`src/pkg/dpsem_pkg.sv`:
```
// Constants and types shared by the dual-port semaphore host controller
package dpsem_pkg;
	// ----------------------------------------
	// Widths and addresses
	// ----------------------------------------
	localparam int ADDR_W = 13;
	localparam int DATA_W = 18;
	localparam int CNT_W = 4;
	localparam logic [12:0] MBX_LEFT_ADDR = 13'h1ffe;
	localparam logic [12:0] MBX_RIGHT_ADDR = 13'h1fff;
	localparam logic [9:0] SEM_UPPER_ADDR = 10'h000;
	// ----------------------------------------
	// Command kinds
	// ----------------------------------------
	localparam logic [1:0] CMD_MEM_RD = 2'h0;
	localparam logic [1:0] CMD_MEM_WR = 2'h1;
	localparam logic [1:0] CMD_SEM_RD = 2'h2;
	localparam logic [1:0] CMD_SEM_WR = 2'h3;
	// ----------------------------------------
	// Timing
	// ----------------------------------------
	localparam int CLK_NS = 5;
	localparam int T_BAA_NS = 20;
	localparam int T_ACC_NS = 20;
	localparam int T_WP_NS = 15;
	localparam int T_WH_NS = 15;
	localparam int SYNC_CYC = 4;
	localparam int BAA_CYC = (T_BAA_NS + CLK_NS - 1) / CLK_NS;
	localparam int ACC_CYC = (T_ACC_NS + CLK_NS - 1) / CLK_NS;
	localparam int WP_CYC = (T_WP_NS + CLK_NS - 1) / CLK_NS;
	localparam int WH_CYC = (T_WH_NS + CLK_NS - 1) / CLK_NS;
	localparam int SET_CYC = BAA_CYC + SYNC_CYC;
	localparam int RD_CYC = ACC_CYC + SYNC_CYC;
	// ----------------------------------------
	// Access sequencer states
	// ----------------------------------------
	typedef enum logic [2:0] {
		ST_INIT,
		ST_IDLE,
		ST_SETUP,
		ST_STALL,
		ST_HOLD,
		ST_PULSE,
		ST_RECOVER
	} dpsem_state_t;
endpackage

```
`src/core/dpsem_sync.sv`:
```
// Three-stage pin synchroniser with agreement filter
`timescale 1ns/1ps
`default_nettype none
module dpsem_sync #(
	parameter int W = 1,
	parameter logic [W-1:0] INIT = '1
) (
	input wire logic clk_i,
	input wire logic rst_n_i,
	input wire logic en_i,
	input wire logic [W-1:0] d_i,
	output logic [W-1:0] q_o
);
	genvar g;
	generate
		for (g = 0; g < W; g++)
		begin : g_bit
			logic s1_q;
			logic s2_q;
			logic s3_q;
			logic out_q;
			always_ff @(posedge clk_i)
			begin
				if (!rst_n_i)
				begin
					s1_q <= INIT[g];
					s2_q <= INIT[g];
					s3_q <= INIT[g];
					out_q <= INIT[g];
				end
				else if (en_i)
				begin
					s1_q <= d_i[g];
					s2_q <= s1_q;
					s3_q <= s2_q;
					// A change counts once the second and third stage agree
					if (s2_q == s3_q)
						out_q <= s3_q;
				end
			end
			assign q_o[g] = out_q;
		end
	endgenerate
endmodule // dpsem_sync
`default_nettype wire

```
`src/core/dpsem_ctrl.sv`:
```
// Host-side port controller for a dual-port RAM with busy, mailbox and semaphores
// How it works
// - In slave mode host holds busy high, or low to block writes.
// - Outside slave mode host stalls a memory write while busy is low, until busy returns high.
// - Busy from depth-cascaded arrays is combined with an AND.
// - Semaphore access keeps chip enable high and semaphore select low.
// - Host clears its own mailbox flag after power-up.
`timescale 1ns/1ps
`default_nettype none
module dpsem_ctrl #(
	parameter bit IS_LEFT = 1'b1,
	parameter int NBUSY = 1
) (
	input wire logic clk_i,
	input wire logic rst_n_i,
	input wire logic en_i,
	input wire logic slave_mode_i,
	input wire logic block_writes_i,
	input wire logic cmd_valid_i,
	output logic cmd_ready_o,
	input wire logic [1:0] cmd_kind_i,
	input wire logic [12:0] cmd_addr_i,
	input wire logic [17:0] cmd_wdata_i,
	output logic rsp_valid_o,
	output logic [17:0] rsp_rdata_o,
	output logic rsp_contention_o,
	output logic mbx_irq_o,
	output logic ce_n_o,
	output logic rw_n_o,
	output logic oe_n_o,
	output logic token_space_select_n_o,
	output logic [12:0] addr_o,
	input wire logic [17:0] data_i,
	output logic [17:0] data_o,
	output logic data_oe_o,
	input wire logic [NBUSY-1:0] contention_flag_i,
	output logic [NBUSY-1:0] contention_flag_o,
	output logic [NBUSY-1:0] contention_flag_oe_o,
	input wire logic mailbox_irq_n_i
);
	localparam logic [12:0] OWN_MBX = IS_LEFT ? dpsem_pkg::MBX_LEFT_ADDR
		: dpsem_pkg::MBX_RIGHT_ADDR;
	localparam int SW = dpsem_pkg::DATA_W + NBUSY + 1;

	// ----------------------------------------
	// Pin synchronisers
	// ----------------------------------------
	logic [SW-1:0] sync_q;
	logic [17:0] data_s;
	logic [NBUSY-1:0] busy_s;
	logic irq_n_s;
	logic busy_all;

	dpsem_sync #(
		.W(SW),
		.INIT({SW{1'b1}})
	) u_sync (
		.clk_i(clk_i),
		.rst_n_i(rst_n_i),
		.en_i(en_i),
		.d_i({mailbox_irq_n_i, contention_flag_i, data_i}),
		.q_o(sync_q)
	);

	assign data_s = sync_q[17:0];
	assign busy_s = sync_q[SW-2:dpsem_pkg::DATA_W];
	assign irq_n_s = sync_q[SW-1];
	assign busy_all = &busy_s;
	assign mbx_irq_o = ~irq_n_s;

	// ----------------------------------------
	// Access sequencer
	// ----------------------------------------
	dpsem_pkg::dpsem_state_t st_q, st_d;
	logic [3:0] cnt_q, cnt_d;
	logic [1:0] kind_q, kind_d;
	logic [12:0] addr_q, addr_d;
	logic [17:0] wdata_q, wdata_d;
	logic init_done_q, init_done_d;
	logic cont_q, cont_d;
	logic is_sem;
	logic is_wr;
	logic busy_ok;

	assign is_sem = kind_q[1];
	assign is_wr = kind_q[0];
	// Semaphore space has no arbitration; slave parts are steered by our own drive
	assign busy_ok = slave_mode_i || is_sem || busy_all;
	assign cmd_ready_o = (st_q == dpsem_pkg::ST_IDLE);

	always_comb
	begin
		st_d = st_q;
		cnt_d = cnt_q + 4'h1;
		kind_d = kind_q;
		addr_d = addr_q;
		wdata_d = wdata_q;
		init_done_d = init_done_q;
		cont_d = cont_q;
		case (st_q)
			dpsem_pkg::ST_INIT:
			begin
				// Own mailbox read clears our flag from its unknown power-up state
				kind_d = dpsem_pkg::CMD_MEM_RD;
				addr_d = OWN_MBX;
				cnt_d = 4'h0;
				st_d = dpsem_pkg::ST_SETUP;
			end
			dpsem_pkg::ST_IDLE:
			begin
				cnt_d = 4'h0;
				cont_d = 1'b0;
				if (cmd_valid_i)
				begin
					kind_d = cmd_kind_i;
					// Semaphores decode only the three low address bits
					addr_d = cmd_kind_i[1] ? {dpsem_pkg::SEM_UPPER_ADDR, cmd_addr_i[2:0]}
						: cmd_addr_i;
					wdata_d = cmd_kind_i[1] ? {17'h00000, cmd_wdata_i[0]} : cmd_wdata_i;
					st_d = dpsem_pkg::ST_SETUP;
				end
			end
			dpsem_pkg::ST_SETUP:
			begin
				if (!busy_all)
					cont_d = 1'b1;
				if (!is_wr && cnt_q == 4'(dpsem_pkg::RD_CYC - 1))
				begin
					st_d = dpsem_pkg::ST_RECOVER;
				end
				else if (is_wr && cnt_q == 4'(dpsem_pkg::SET_CYC - 1))
				begin
					cnt_d = 4'h0;
					st_d = busy_ok ? dpsem_pkg::ST_PULSE : dpsem_pkg::ST_STALL;
				end
			end
			dpsem_pkg::ST_STALL:
			begin
				cnt_d = 4'h0;
				if (busy_all)
					st_d = dpsem_pkg::ST_HOLD;
			end
			dpsem_pkg::ST_HOLD:
			begin
				if (!busy_ok)
				begin
					cnt_d = 4'h0;
					st_d = dpsem_pkg::ST_STALL;
				end
				else if (cnt_q == 4'(dpsem_pkg::WH_CYC - 1))
				begin
					cnt_d = 4'h0;
					st_d = dpsem_pkg::ST_PULSE;
				end
			end
			dpsem_pkg::ST_PULSE:
			begin
				if (cnt_q == 4'(dpsem_pkg::WP_CYC - 1))
					st_d = dpsem_pkg::ST_RECOVER;
			end
			dpsem_pkg::ST_RECOVER:
			begin
				init_done_d = 1'b1;
				st_d = dpsem_pkg::ST_IDLE;
			end
			default:
			begin
				st_d = dpsem_pkg::ST_IDLE;
			end
		endcase
	end

	always_ff @(posedge clk_i)
	begin
		if (!rst_n_i)
		begin
			st_q <= dpsem_pkg::ST_INIT;
			cnt_q <= 4'h0;
			kind_q <= dpsem_pkg::CMD_MEM_RD;
			addr_q <= 13'h0000;
			wdata_q <= 18'h00000;
			init_done_q <= 1'b0;
			cont_q <= 1'b0;
		end
		else if (en_i)
		begin
			st_q <= st_d;
			cnt_q <= cnt_d;
			kind_q <= kind_d;
			addr_q <= addr_d;
			wdata_q <= wdata_d;
			init_done_q <= init_done_d;
			cont_q <= cont_d;
		end
	end

	// ----------------------------------------
	// Registered pin drive
	// ----------------------------------------
	logic active_d;

	assign active_d = (st_d == dpsem_pkg::ST_SETUP) || (st_d == dpsem_pkg::ST_STALL)
		|| (st_d == dpsem_pkg::ST_HOLD) || (st_d == dpsem_pkg::ST_PULSE);

	always_ff @(posedge clk_i)
	begin
		if (!rst_n_i)
		begin
			ce_n_o <= 1'b1;
			rw_n_o <= 1'b1;
			oe_n_o <= 1'b1;
			token_space_select_n_o <= 1'b1;
			addr_o <= 13'h0000;
			data_o <= 18'h00000;
			data_oe_o <= 1'b0;
		end
		else if (en_i)
		begin
			ce_n_o <= !(active_d && !kind_d[1]);
			token_space_select_n_o <= !(active_d && kind_d[1]);
			// Output enable drops between reads so a semaphore latch can refresh
			oe_n_o <= !(active_d && !kind_d[0]);
			rw_n_o <= !(st_d == dpsem_pkg::ST_PULSE);
			data_oe_o <= (st_d == dpsem_pkg::ST_PULSE);
			addr_o <= addr_d;
			data_o <= wdata_d;
		end
	end

	// ----------------------------------------
	// Response and slave-mode busy drive
	// ----------------------------------------
	always_ff @(posedge clk_i)
	begin
		if (!rst_n_i)
		begin
			rsp_valid_o <= 1'b0;
			rsp_rdata_o <= 18'h00000;
			rsp_contention_o <= 1'b0;
		end
		else if (en_i)
		begin
			rsp_valid_o <= (st_q == dpsem_pkg::ST_RECOVER) && init_done_q;
			if (st_q == dpsem_pkg::ST_SETUP && !is_wr && cnt_q == 4'(dpsem_pkg::RD_CYC - 1))
				rsp_rdata_o <= data_s;
			if (st_q == dpsem_pkg::ST_RECOVER)
				rsp_contention_o <= cont_q;
		end
	end

	always_ff @(posedge clk_i)
	begin
		if (!rst_n_i)
		begin
			contention_flag_o <= '1;
			contention_flag_oe_o <= '0;
		end
		else if (en_i)
		begin
			contention_flag_o <= {NBUSY{~block_writes_i}};
			contention_flag_oe_o <= {NBUSY{slave_mode_i}};
		end
	end

	// ----------------------------------------
	// Assertions
	// ----------------------------------------
	property p_sem_ce;
		@(posedge clk_i) disable iff (!rst_n_i)
		!token_space_select_n_o |-> ce_n_o && oe_n_o == kind_q[0];
	endproperty
	a_sem_ce: assert property (p_sem_ce) else $error("chip enable low in token access");

	property p_slave_drive;
		@(posedge clk_i) disable iff (!rst_n_i)
		en_i && slave_mode_i && !block_writes_i |=> contention_flag_oe_o == '1
			&& contention_flag_o == '1;
	endproperty
	a_slave_drive: assert property (p_slave_drive) else $error("slave busy not held high");

	property p_pulse_ok;
		@(posedge clk_i) disable iff (!rst_n_i)
		$fell(rw_n_o) |-> $past(busy_ok) && data_oe_o;
	endproperty
	a_pulse_ok: assert property (p_pulse_ok) else $error("write pulse started while busy");

	property p_pulse_len;
		@(posedge clk_i) disable iff (!rst_n_i || !en_i)
		$fell(rw_n_o) |-> !rw_n_o [*3] ##1 rw_n_o;
	endproperty
	a_pulse_len: assert property (p_pulse_len) else $error("write pulse length wrong");

	property p_stall_hold;
		@(posedge clk_i) disable iff (!rst_n_i)
		en_i && st_q == dpsem_pkg::ST_STALL && !busy_all |=> st_q == dpsem_pkg::ST_STALL
			&& rw_n_o;
	endproperty
	a_stall_hold: assert property (p_stall_hold) else $error("stall left while busy low");

	property p_init_clear;
		@(posedge clk_i) disable iff (!rst_n_i)
		$rose(init_done_q) |-> $past(addr_o, 2) == OWN_MBX && !$past(oe_n_o, 2)
			&& !$past(ce_n_o, 2);
	endproperty
	a_init_clear: assert property (p_init_clear) else $error("own mailbox not cleared");

	c_mem_write: cover property (@(posedge clk_i) disable iff (!rst_n_i)
		$fell(rw_n_o) && !ce_n_o);
	c_sem_write: cover property (@(posedge clk_i) disable iff (!rst_n_i)
		$fell(rw_n_o) && !token_space_select_n_o);
	c_stall: cover property (@(posedge clk_i) disable iff (!rst_n_i)
		st_q == dpsem_pkg::ST_STALL ##1 st_q == dpsem_pkg::ST_HOLD);
	c_irq: cover property (@(posedge clk_i) disable iff (!rst_n_i) $rose(mbx_irq_o));
endmodule // dpsem_ctrl
`default_nettype wire

```
`config.mk`:
```
export PLATFORM = sky130hd
export DESIGN_NAME = dpsem_ctrl
export DESIGN_NICKNAME = d
export VERILOG_FILES = /design/src/pkg/dpsem_pkg.sv /design/src/core/dpsem_sync.sv /design/src/core/dpsem_ctrl.sv
export SDC_FILE = /design/constraint.sdc
export NUM_CORES = 1
export LEC_CHECK = 0
export ABC_CLOCK_PERIOD_IN_PS = 1840
export BUFFER_PORTS_ARGS = -buffer_cell sky130_fd_sc_hd__buf_2
export CORE_MARGIN = 2
export CORE_UTILIZATION = 50
export CTS_CLUSTER_DIAMETER = 80
export DETAILED_ROUTE_END_ITERATION = 10
export PLACE_DENSITY = 0.71
export SLEW_MARGIN = 20
export SYNTH_ARGS = -nofsm -noshare
export SYNTH_HDL_FRONTEND = slang
export SYNTH_SLANG_ARGS = --single-unit
```
`constraint.sdc`:
```
create_clock -name clk_i -period 1.84 [get_ports clk_i]
set_input_delay 0.092 -clock clk_i [delete_from_list [all_inputs] [get_ports clk_i]]
set_output_delay 0.092 -clock clk_i [all_outputs]
set_load 0.005 [all_outputs]
```
==> results.sh, run 1 <==
export IMPL_status="finished clean"
export IMPL_synth_edf_count=0
export IMPL_ys_seq_area_frac=0.507
export IMPL_die_area_sq_um=12700
export IMPL_min_path_type="input port to flip-flop"
export IMPL_p_int_w=0.00603
export IMPL_clock_path_buffers=2
export IMPL_async_flop_share=0
export IMPL_max_stage_delay_ns=0.36
export IMPL_die_w_microns=112
export IMPL_cpMaxStageDelayCell="dfxtp_2"
export IMPL_grt_ovfl_total=0
export IMPL_synth_main_ff_cell="dfxtp_1"
export IMPL_regArea_sq_um=2990
export IMPL_yosysUniqueCellTypes=49
export IMPL_ir_drop_v=0.000639
export IMPL_cts_root_buf="clkbuf_16"
export IMPL_dp_hpwl_mm=8.38
export IMPL_path_cells="inv_1, ha_1, nor3b_2, o21ai_0, a21oi_2, nor4_1, a311o_1"
export IMPL_wl_per_cell_microns=14.2
export IMPL_p_seq_frac=0.439
export IMPL_worst_slew_pin_slew_ns=0.596
export IMPL_clock_latency_ns=0.42
export IMPL_grt_pass1_wl_mm=21.9
export IMPL_path_clk_slew_ns=0.06
export IMPL_clkSinkCount=149
export IMPL_fmax_mhz=568
export IMPL_diodes=0
export IMPL_period_needed_ns=1.76
export IMPL_die_height_microns=112
export IMPL_drc=0
export IMPL_tritoncts="done"
export IMPL_p_switching_w=0.00169
export IMPL_combPwrFrac=0.073
export IMPL_synth_fa_ha_area_frac=0.00425
export IMPL_cp_required_ns=2.20
export IMPL_startpoint_type="flip-flop"
export IMPL_swShare=0.218
export IMPL_synth_seq_cells=149
export IMPL_p_leak_nw=3.19
export IMPL_yosys_area_share_simple=0.196
export IMPL_final_setup_viol_count=0
export IMPL_drt_vias_per_instance=5.31
export IMPL_io_pin_count=119
export IMPL_total_power_w=0.00772
export IMPL_netlist_area_sq_um=5880
export IMPL_fin_skew_ns=0.00794
export IMPL_nets=847
export IMPL_coreArea_sq_um=11500
export IMPL_ctsHtreeMaxLevel=4
export IMPL_syn_nets=715
export IMPL_finalHoldViolCount=0
export IMPL_start_util=0.513
export IMPL_crit_type="flip-flop to flip-flop"
export IMPL_portBuffers=118
export IMPL_period_share=0.956
export IMPL_area_growth_pct=28.7
export IMPL_postSynthCellCount=654
export IMPL_whs_ns=0.0471
export IMPL_final_common_cell="dfxtp_1"
export IMPL_drive_gt1_frac=0.238
export IMPL_ant_nets=0
export IMPL_path_max_fanout=4
export IMPL_synth_xor_area_frac=0.00298
export IMPL_antenna_found_initial=0
export IMPL_worstPathArrival_ns=2.12
export IMPL_avgSynthCellArea_sq_um=9.00
export IMPL_std_cell_rows=39
export IMPL_multi_input_area_sq_um=2690
export IMPL_cts_buffers_inserted=17
export IMPL_power_per_cell_area_nw_per_um2=1020
export IMPL_finalMaxSlewViolations=0
export IMPL_relSlewSlack=0.603
export IMPL_finalWirelength_mm=13.3
export IMPL_final_cell_mix="dfxtp_1 (144), buf_2 (117), nand2_1 (108), a21oi_1 (83), mux2i_1 (65)"
export IMPL_drtPass1Iterations=4
export IMPL_post_cts_buffers=0
export IMPL_synth_compound_area_frac=0.138
export IMPL_critPathCaptureType="flip-flop"
export IMPL_cap_viol_max_count=0
export IMPL_pwr_share_clk=0.488
export IMPL_num_vias=4998
export IMPL_drt_iter0_markers=226
export IMPL_fill_cells=964
export IMPL_track_usage=0.213
export IMPL_synth_mux_area_frac=0.111
export IMPL_grt_max_degree=103
export IMPL_gp_congestion=0.870
export IMPL_grt_pass1_vias=4815
export IMPL_synth_top_family_by_area="simple AND/OR/NAND/NOR gates"
export IMPL_ys_warnings_count=0
==> worst max-delay path, delay by kind of cell, from the launching register on <==
family | cells | cell delay, ns
compound gates | 3 | 0.59
buf+inv | 1 | 0.06
flops | 1 | 0.36
simple gates | 2 | 0.50
fa+ha+maj | 1 | 0.19
==> path summary, 6_finish.rpt <==
path	endpoint	slack, ns	from	cells past startpoint
worst max register to register	cnt_q[2]	0.08	cnt_q[0]	7
worst min register to register	rsp_rdata_o[13]	0.45	rsp_rdata_o[13]	2
worst max-delay path	cnt_q[2]	0.08	cnt_q[0]	7
worst min-delay path	addr_o[5]	0.05	cmd_addr_i[5]	4
==> metrics by stage <==
step / TNS [ns] / worst slack (ns) / instances / utilization / instance area (sq um)
2_1_floorplan: 0 / 0.172 / 654 / - / 5880
3_3_place_gp: 0 / 0.0578 / 884 / 0.578 / 6630
3_5_place_dp: 0 / 0.00649 / 884 / 0.578 / 6630
4_1_cts: 0 / 0.00679 / 942 / 0.658 / 7540
5_1_grt: -0.0162 / -0.0162 / 942 / 0.660 / 7570
6_report: 0 / 0.0808 / 942 / 0.660 / 7570
==> synth_stat cells, types with 2 or more instances <==
master,instances,area share
nand2b_1,20,0.021
nor3b_1,19,0.024
buf_6,2,0.0038
mux2i_1,65,0.11
o21ai_0,30,0.026
buf_2,15,0.013
a31o_2,2,0.0030
nand4_1,4,0.0043
nor4_1,2,0.0021
clkbuf_1,28,0.018
nor2b_1,14,0.015
dfxtp_1,149,0.51
nand3_1,4,0.0034
o21a_1,3,0.0038
nor2_1,45,0.029
clkbuf_2,2,0.0017
or3_1,2,0.0021
nor3_1,8,0.0068
nand2_1,108,0.069
o22ai_1,12,0.013
inv_1,6,0.0038
o211ai_1,2,0.0026
ha_1,2,0.0043
nand4b_1,2,0.0030
a21oi_1,84,0.071
==> final cells by class <==
| class | instances | share of cell area |
|---|---|---|
| clock buffer | 18 | 0.0580 |
| tap | 143 | 0.0236 |
| inverter | 7 | 0.00347 |
| timing repair buffer | 161 | 0.138 |
| multi-input combinational | 450 | 0.355 |
| sequential | 149 | 0.395 |
| clock inverter | 14 | 0.0273 |
==> cell families after synthesis <==
| kind of cell | count (synthesis) |
|---|---|
| mux | 65 |
| compound gates | 143 |
| xor+xnor | 2 |
| simple gates | 238 |
| fa+ha+maj | 2 |
| buf+inv | 55 |
| flops | 149 |
==> state kept, by name, summed over array words and instances, names as in the netlist, 2 cells and up <==
name	count
addr_o	13
cnt_q	4
data_o	18
kind_q	2
rsp_rdata_o	18
st_q	3
u_sync.g_bit.out_q	20
u_sync.g_bit.s1_q	20
u_sync.g_bit.s2_q	20
u_sync.g_bit.s3_q	20
==> per-layer routing <==
| metal | up-vias | track usage | wire, microns |
|---|---|---|---|
| li1 | 2502 | - | - |
| met1 | 2356 | 0.264 | 5970 |
| met2 | 124 | 0.353 | 6550 |
| met3 | 16 | 0.0578 | 655 |
| met4 | 0 | 0.0854 | 163 |
| met5 | - | 0 | 0 |
==> power by group through the flow <==
stage,Clock [W],Combinational [W],Sequential (W)
2_1_floorplan,0,0.000340,0.00344
3_3_place_gp,0,0.000503,0.00345
3_5_place_dp,0,0.000516,0.00346
4_1_cts,0.00382,0.000562,0.00339
5_1_grt,0.00396,0.000617,0.00340
6_report,0.00376,0.000564,0.00339
==> repair_timing <==
item                                    CTS  global route
endpoints found under the setup margin    3            15
gates resized for setup                   2            10
endpoints found under the hold margin    26             0
hold buffers                             26             0
pin swaps                                 0             3
cloned                                    0             0
(Power assumes the default switching activity.)
==> run 2, diff against run 1 <==
- ABC_AREA: not set -> 1
==> results.sh, run 2 <==
export IMPL_startpoint_type="flip-flop"
export IMPL_cp_required_ns=2.18
export IMPL_grt_ovfl_total=0
export IMPL_setup_tns_ns=0
export IMPL_nets=927
export IMPL_final_cell_mix="nand2_1 (167), dfxtp_1 (149), buf_2 (118), nand3_1 (76), nor2_1 (71)"
export IMPL_drtPass1Iterations=5
export IMPL_relSlewSlack=0.706
export IMPL_yosysUniqueCellTypes=27
export IMPL_rsz0062_at_grt="no"
export IMPL_netlist_area_sq_um=5640
export IMPL_cp_common_cell="nand3_1"
export IMPL_finalMaxSlewViolations=0
export IMPL_min_path_type="input port to flip-flop"
export IMPL_period_share=0.886
export IMPL_cap_viol_max_count=0
export IMPL_drt_iter0_markers=413
export IMPL_cts_buffers_inserted=17
export IMPL_avgSynthCellArea_sq_um=7.92
export IMPL_coreArea_sq_um=10900
export IMPL_num_vias=5235
export IMPL_ys_warnings_count=0
export IMPL_ctsHtreeMaxLevel=4
export IMPL_die_height_microns=110
export IMPL_diodes=0
export IMPL_synthMostInstantiatedCell="nand2_1"
export IMPL_clock_path_buffers=2
export IMPL_cts_root_buf="clkbuf_16"
export IMPL_worst_slew_pin_slew_ns=0.436
export IMPL_synth_top_area_share=0.529
export IMPL_wl_per_cell_microns=13.8
export IMPL_ir_drop_v=0.000899
export IMPL_fin_skew_ns=0.0110
export IMPL_max_stage_delay_ns=0.48
export IMPL_tritoncts="done"
export IMPL_crit_family="buffers and inverters"
export IMPL_start_util=0.516
export IMPL_io_pin_count=119
export IMPL_finalHoldViolCount=0
export IMPL_post_cts_buffers=0
export IMPL_dp_hpwl_mm=8.53
export IMPL_worstPathArrival_ns=1.97
export IMPL_die_w_microns=110
export IMPL_final_common_cell="nand2_1"
export IMPL_period_needed_ns=1.63
export IMPL_cpMaxStageDelayCell="dfxtp_1"
export IMPL_gp_congestion=0.848
export IMPL_track_usage=0.239
export IMPL_postSynthCellCount=712
export IMPL_grt_max_degree=101
export IMPL_grt_pass1_vias=4948
export IMPL_path_max_fanout=31
export IMPL_std_cell_rows=38
export IMPL_finalWirelength_mm=14.1
export IMPL_ant_nets=0
export IMPL_clock_latency_ns=0.41
export IMPL_crit_type="flip-flop to flip-flop"
export IMPL_rrSetupSlack_ns=0.21
export IMPL_die_area_sq_um=12100
export IMPL_power_per_cell_area_nw_per_um2=1060
export IMPL_drive_gt1_frac=0.212
export IMPL_drc=0
export IMPL_ys_seq_area_frac=0.529
export IMPL_synthTopCellsByCount="nand2_1 (167), dfxtp_1 (149), nand3_1 (76), nor2_1 (72), o21ai_0 (47)"
export IMPL_antenna_found_initial=0
export IMPL_fin_util=0.691
export IMPL_critPathCaptureType="flip-flop"
export IMPL_area_growth_pct=33.9
export IMPL_fmax_mhz=613
export IMPL_clkSinkCount=149
export IMPL_synth_edf_count=0
export IMPL_syn_nets=773
export IMPL_status="finished clean"
export IMPL_path_clk_slew_ns=0.06
export IMPL_synth_seq_cells=149
export IMPL_grt_pass1_wl_mm=22.6
export IMPL_path_cells="inv_2, nor3_4, nand3_1, buf_4, inv_1, nand3_1, a21oi_1"
export IMPL_drt_vias_per_instance=5.14
export IMPL_portBuffers=118
export IMPL_async_flop_share=0
export IMPL_cp_num_buf_inv=3
export IMPL_synth_main_ff_cell="dfxtp_1"
export IMPL_final_setup_viol_count=0
export IMPL_p_leak_nw=3.41
export IMPL_synth_top_cell_by_area="dfxtp_1"
export IMPL_synthTopCellsByArea="dfxtp_1 (53%), nand2_1 (11%), nand3_1 (6.7%)"
run 2: cell count changes after synthesis, sizes merged, moves of 16 or more:
| cell | delta |
|---|---|
| nand2b | -20 |
| inv | +34 |
| o211ai | +18 |
| o21ai | +17 |
| mux2i | -65 |
| a21oi | -55 |
| nor2 | +26 |
| nand2 | +60 |
| nor3b | -20 |
| nand3 | +73 |
| a211oi | +16 |
run 2: logic make-up (layout without fill, tap and decap cells):
| family | Yosys count | in the layout | share of synthesized area |
|---|---|---|---|
| buffers and inverters | 86 | 253 | 0.0621 |
| and+or+nand+nor | 342 | 342 | 0.260 |
| DFF | 149 | 149 | 0.529 |
| AOI/OAI and AO/OA | 133 | 133 | 0.145 |
| adders and majority gates | 2 | 2 | 0.00443 |
run 2: final timing paths:
check                                      startpoint  cells past startpoint                     to
worst max-delay path                          st_q[0]                      7             data_o[17]
worst min-delay path                             en_i                      4            rsp_valid_o
worst max register to register                st_q[0]                      7             data_o[17]
worst min register to register  u_sync.g_bit[18].s2_q                      2  u_sync.g_bit[18].s2_q
run 2: through the flow:
stage                     worst slack [ns]  total power [W]  cell area (sq um)  hold slack (ns)  std cells
after floorplan                      0.459          0.00387               5640            0.192        712
after global placement               0.250          0.00407               6340            0.276        934
after detailed placement            0.0817          0.00409               6340            0.280        934
after CTS                           0.0675          0.00810               7550           0.0822       1019
after global routing                0.0226          0.00835               7560            0.125       1019
final                                0.209          0.00802               7560            0.112       1019
run 2: worst register-to-register path: cells and delay by family (launching register included):
kind / cells / cell delay [ns]
AOI/OAI and AO/OA: 1 / 0.14
buffers and inverters: 3 / 0.54
DFF: 1 / 0.48
and+or+nand+nor: 3 / 0.40
run 2: timing repair:
item,in CTS,in global routing
endpoints found under the hold margin,53,0
hold buffers,53,0
gates resized for setup,0,2
setup endpoints to repair,0,15
run 2: power by group:
part	switching, W	internal [W]
registers	0.0000953	0.00337
logic	0.000352	0.000301
clock network	0.00135	0.00255
total	0.00180	0.00622
run 2: metal layers:
layer,vias to the layer above,GRT usage,part of all wire
li1,2687,-,-
met1,2454,0.302,0.46
met2,90,0.398,0.50
met3,4,0.0588,0.034
met4,0,0.0857,0.0050
met5,-,0,0
run 2: cell type report:
class                           instances  area, sq um
Sequential cell                       149         2980
Fill cell                             906         3380
Multi-Input combinational cell        477         2310
Inverter                               40          150
Clock inverter                         15          253
Timing Repair Buffer                  181         1260
Tap cell                              140          175
Clock buffer                           17          425
==> run 3, diff against run 2 <==
- ABC_CLOCK_PERIOD_IN_PS: 1840 -> 1700
- PLACE_DENSITY: 0.71 -> 0.7
- SYNTH_HIERARCHICAL: not set -> 1
- clock period: 1.84 -> 1.7 ns (I/O delays scaled with it)
==> results.sh, run 3 <==
export IMPL_status="finished clean"
export IMPL_path_clk_slew_ns=0.06
export IMPL_rr_endpoint="data_o[14]"
export IMPL_ctsHtreeMaxLevel=4
export IMPL_diodes=0
export IMPL_ir_drop_v=0.000659
export IMPL_critPathCaptureType="flip-flop"
export IMPL_grt_ovfl_total=0
export IMPL_worst_path_stages=7
export IMPL_min_path_cells=3
export IMPL_antenna_found_initial=0
export IMPL_post_cts_buffers=0
export IMPL_period_share=0.941
export IMPL_dp_hpwl_mm=8.61
export IMPL_nets=1046
export IMPL_cp_num_buf_inv=2
export IMPL_die_area_sq_um=13500
export IMPL_gp_congestion=0.916
export IMPL_portBuffers=118
export IMPL_drtPass1Iterations=4
export IMPL_clock_path_buffers=2
export IMPL_cpMaxStageDelayCell="dfxtp_1"
export IMPL_synthTopCellsByCount="nand2_1 (252), dfxtp_1 (149), inv_1 (93), nand3_1 (89), a21oi_1 (61)"
export IMPL_whs_ns=0.0804
export IMPL_reg2regPathDepth=7
export IMPL_synthTopCellsByArea="dfxtp_1 (47%), nand2_1 (15%), nand3_1 (7.1%)"
export IMPL_worst_slew_pin_slew_ns=0.775
export IMPL_postLayoutCellArea_sq_um=7940
export IMPL_timing_rr_start="st_q[2]"
export IMPL_crit_family="simple AND/OR/NAND/NOR gates"
export IMPL_avgSynthCellArea_sq_um=7.38
export IMPL_fin_skew_ns=0.00465
export IMPL_drive_gt1_frac=0.194
export IMPL_finalHoldViolCount=0
export IMPL_io_pin_count=119
export IMPL_p_leak_nw=4.18
export IMPL_min_path_type="input port to flip-flop"
export IMPL_max_stage_delay_ns=0.36
export IMPL_fin_cells=1164
export IMPL_synth_top_area_share=0.475
export IMPL_std_cell_rows=40
export IMPL_track_usage=0.213
export IMPL_path_cells="inv_2, nand2_4, nor2_8, nand3_2, inv_4, nand3_1, a21oi_1"
export IMPL_grt_pass1_wl_mm=22.8
export IMPL_power_per_cell_area_nw_per_um2=1030
export IMPL_ys_warnings_count=6
export IMPL_regArea_sq_um=2990
export IMPL_final_cell_mix="nand2_1 (252), dfxtp_1 (147), buf_2 (116), inv_1 (92), nand3_1 (89)"
export IMPL_final_setup_viol_count=0
export IMPL_grt_pass1_vias=4845
export IMPL_cap_viol_max_count=0
export IMPL_relSlewSlack=0.480
export IMPL_clkSinkCount=149
export IMPL_die_w_microns=116
export IMPL_period_needed_ns=1.60
export IMPL_synth_seq_cells=149
export IMPL_rrSetupSlack_ns=0.10
export IMPL_setup_tns_ns=0
export IMPL_hold_end="addr_o[11]"
export IMPL_drt_vias_per_instance=4.79
export IMPL_synth_edf_count=0
export IMPL_yosysUniqueCellTypes=33
export IMPL_worstPathArrival_ns=1.94
export IMPL_crit_type="flip-flop to flip-flop"
export IMPL_synthMostInstantiatedCell="nand2_1"
export IMPL_start_util=0.516
export IMPL_tritoncts="done"
export IMPL_coreArea_sq_um=12200
export IMPL_cts_root_buf="clkbuf_16"
export IMPL_num_vias=5575
export IMPL_place_area_sq_um=6830
export IMPL_finalWirelength_mm=14.2
export IMPL_grt_max_degree=117
export IMPL_netlist_area_sq_um=6280
export IMPL_ys_seq_area_frac=0.475
export IMPL_fill_cells=1080
export IMPL_postSynthCellCount=851
export IMPL_fmax_mhz=625
export IMPL_syn_nets=912
export IMPL_dp_cells=1082
export IMPL_drc=0
export IMPL_die_height_microns=116
export IMPL_wl_per_cell_microns=12.2
export IMPL_cp_required_ns=2.04
export IMPL_ant_nets=0
export IMPL_synth_top_cell_by_area="dfxtp_1"
export IMPL_min_from="cmd_addr_i[11]"
export IMPL_startpoint_type="flip-flop"
export IMPL_clock_latency_ns=0.41
export IMPL_area_growth_pct=26.4
export IMPL_cts_buffers_inserted=17
export IMPL_rsz0062_at_grt="no"
export IMPL_total_power_w=0.00819
export IMPL_synth_main_ff_cell="dfxtp_1"
export IMPL_final_common_cell="nand2_1"
export IMPL_multi_input_area_sq_um=2520
export IMPL_async_flop_share=0
export IMPL_drt_iter0_markers=417
export IMPL_path_max_fanout=19
export IMPL_finalMaxSlewViolations=0
## run 3: worst min-delay path: cells and delay by family
kind,cells,cell delay [ns]
compound gates,2,0.27
buf+inv,1,0.08
## run 3: through the flow
step | setup WS (ns) | utilization
2_1_floorplan | 0.211 | -
3_3_place_gp | 0.0882 | 0.562
3_5_place_dp | 0.119 | 0.562
4_1_cts | 0.0814 | 0.652
5_1_grt | 0.00283 | 0.653
6_report | 0.101 | 0.653
## run 3: worst max-delay path by stage
stage             start              end
2_1_floorplan  cnt_q[0]  rsp_rdata_o[10]
3_5_place_dp   cnt_q[0]   rsp_rdata_o[0]
5_1_grt         st_q[2]           rw_n_o
6_report        st_q[2]       data_o[14]
4_1_cts         st_q[1]           rw_n_o
3_3_place_gp    st_q[1]           rw_n_o
## run 3: cell type report
type	count	share of cell area
clock buffer	22	0.0597
multi-input combinational	535	0.317
timing repair buffer	182	0.160
clock inverter	8	0.0128
sequential	149	0.376
tap	168	0.0265
inverter	100	0.0481
## run 3: report_power, final
part           leakage, nW  total (W)  switching [W]  internal, W
Sequential            1.22    0.00374      0.0000821      0.00366
Combinational         2.67   0.000819       0.000466     0.000353
Clock                0.286    0.00363        0.00137      0.00226
Total                 4.18    0.00819        0.00192      0.00627
## run 3: cells by family after synthesis
group / Yosys count / synth area share
flops: 149 / 0.475
compound gates: 139 / 0.127
fa+ha+maj: 2 / 0.00398
simple gates: 394 / 0.269
buf+inv: 167 / 0.125
## run 3: per-layer routing
| layer | up-vias | share of wire | track usage |
|---|---|---|---|
| li1 | 2953 | - | - |
| met1 | 2418 | 0.47 | 0.274 |
| met2 | 170 | 0.44 | 0.334 |
| met3 | 34 | 0.067 | 0.0622 |
| met4 | 0 | 0.022 | 0.0968 |
| met5 | - | 0 | 0 |
## run 3: repair_timing
item | in CTS | in global routing
resized for setup | 0 | 6
endpoints found under the setup margin | 0 | 17
hold buffers | 52 | 0
hold endpoints to repair | 52 | 0
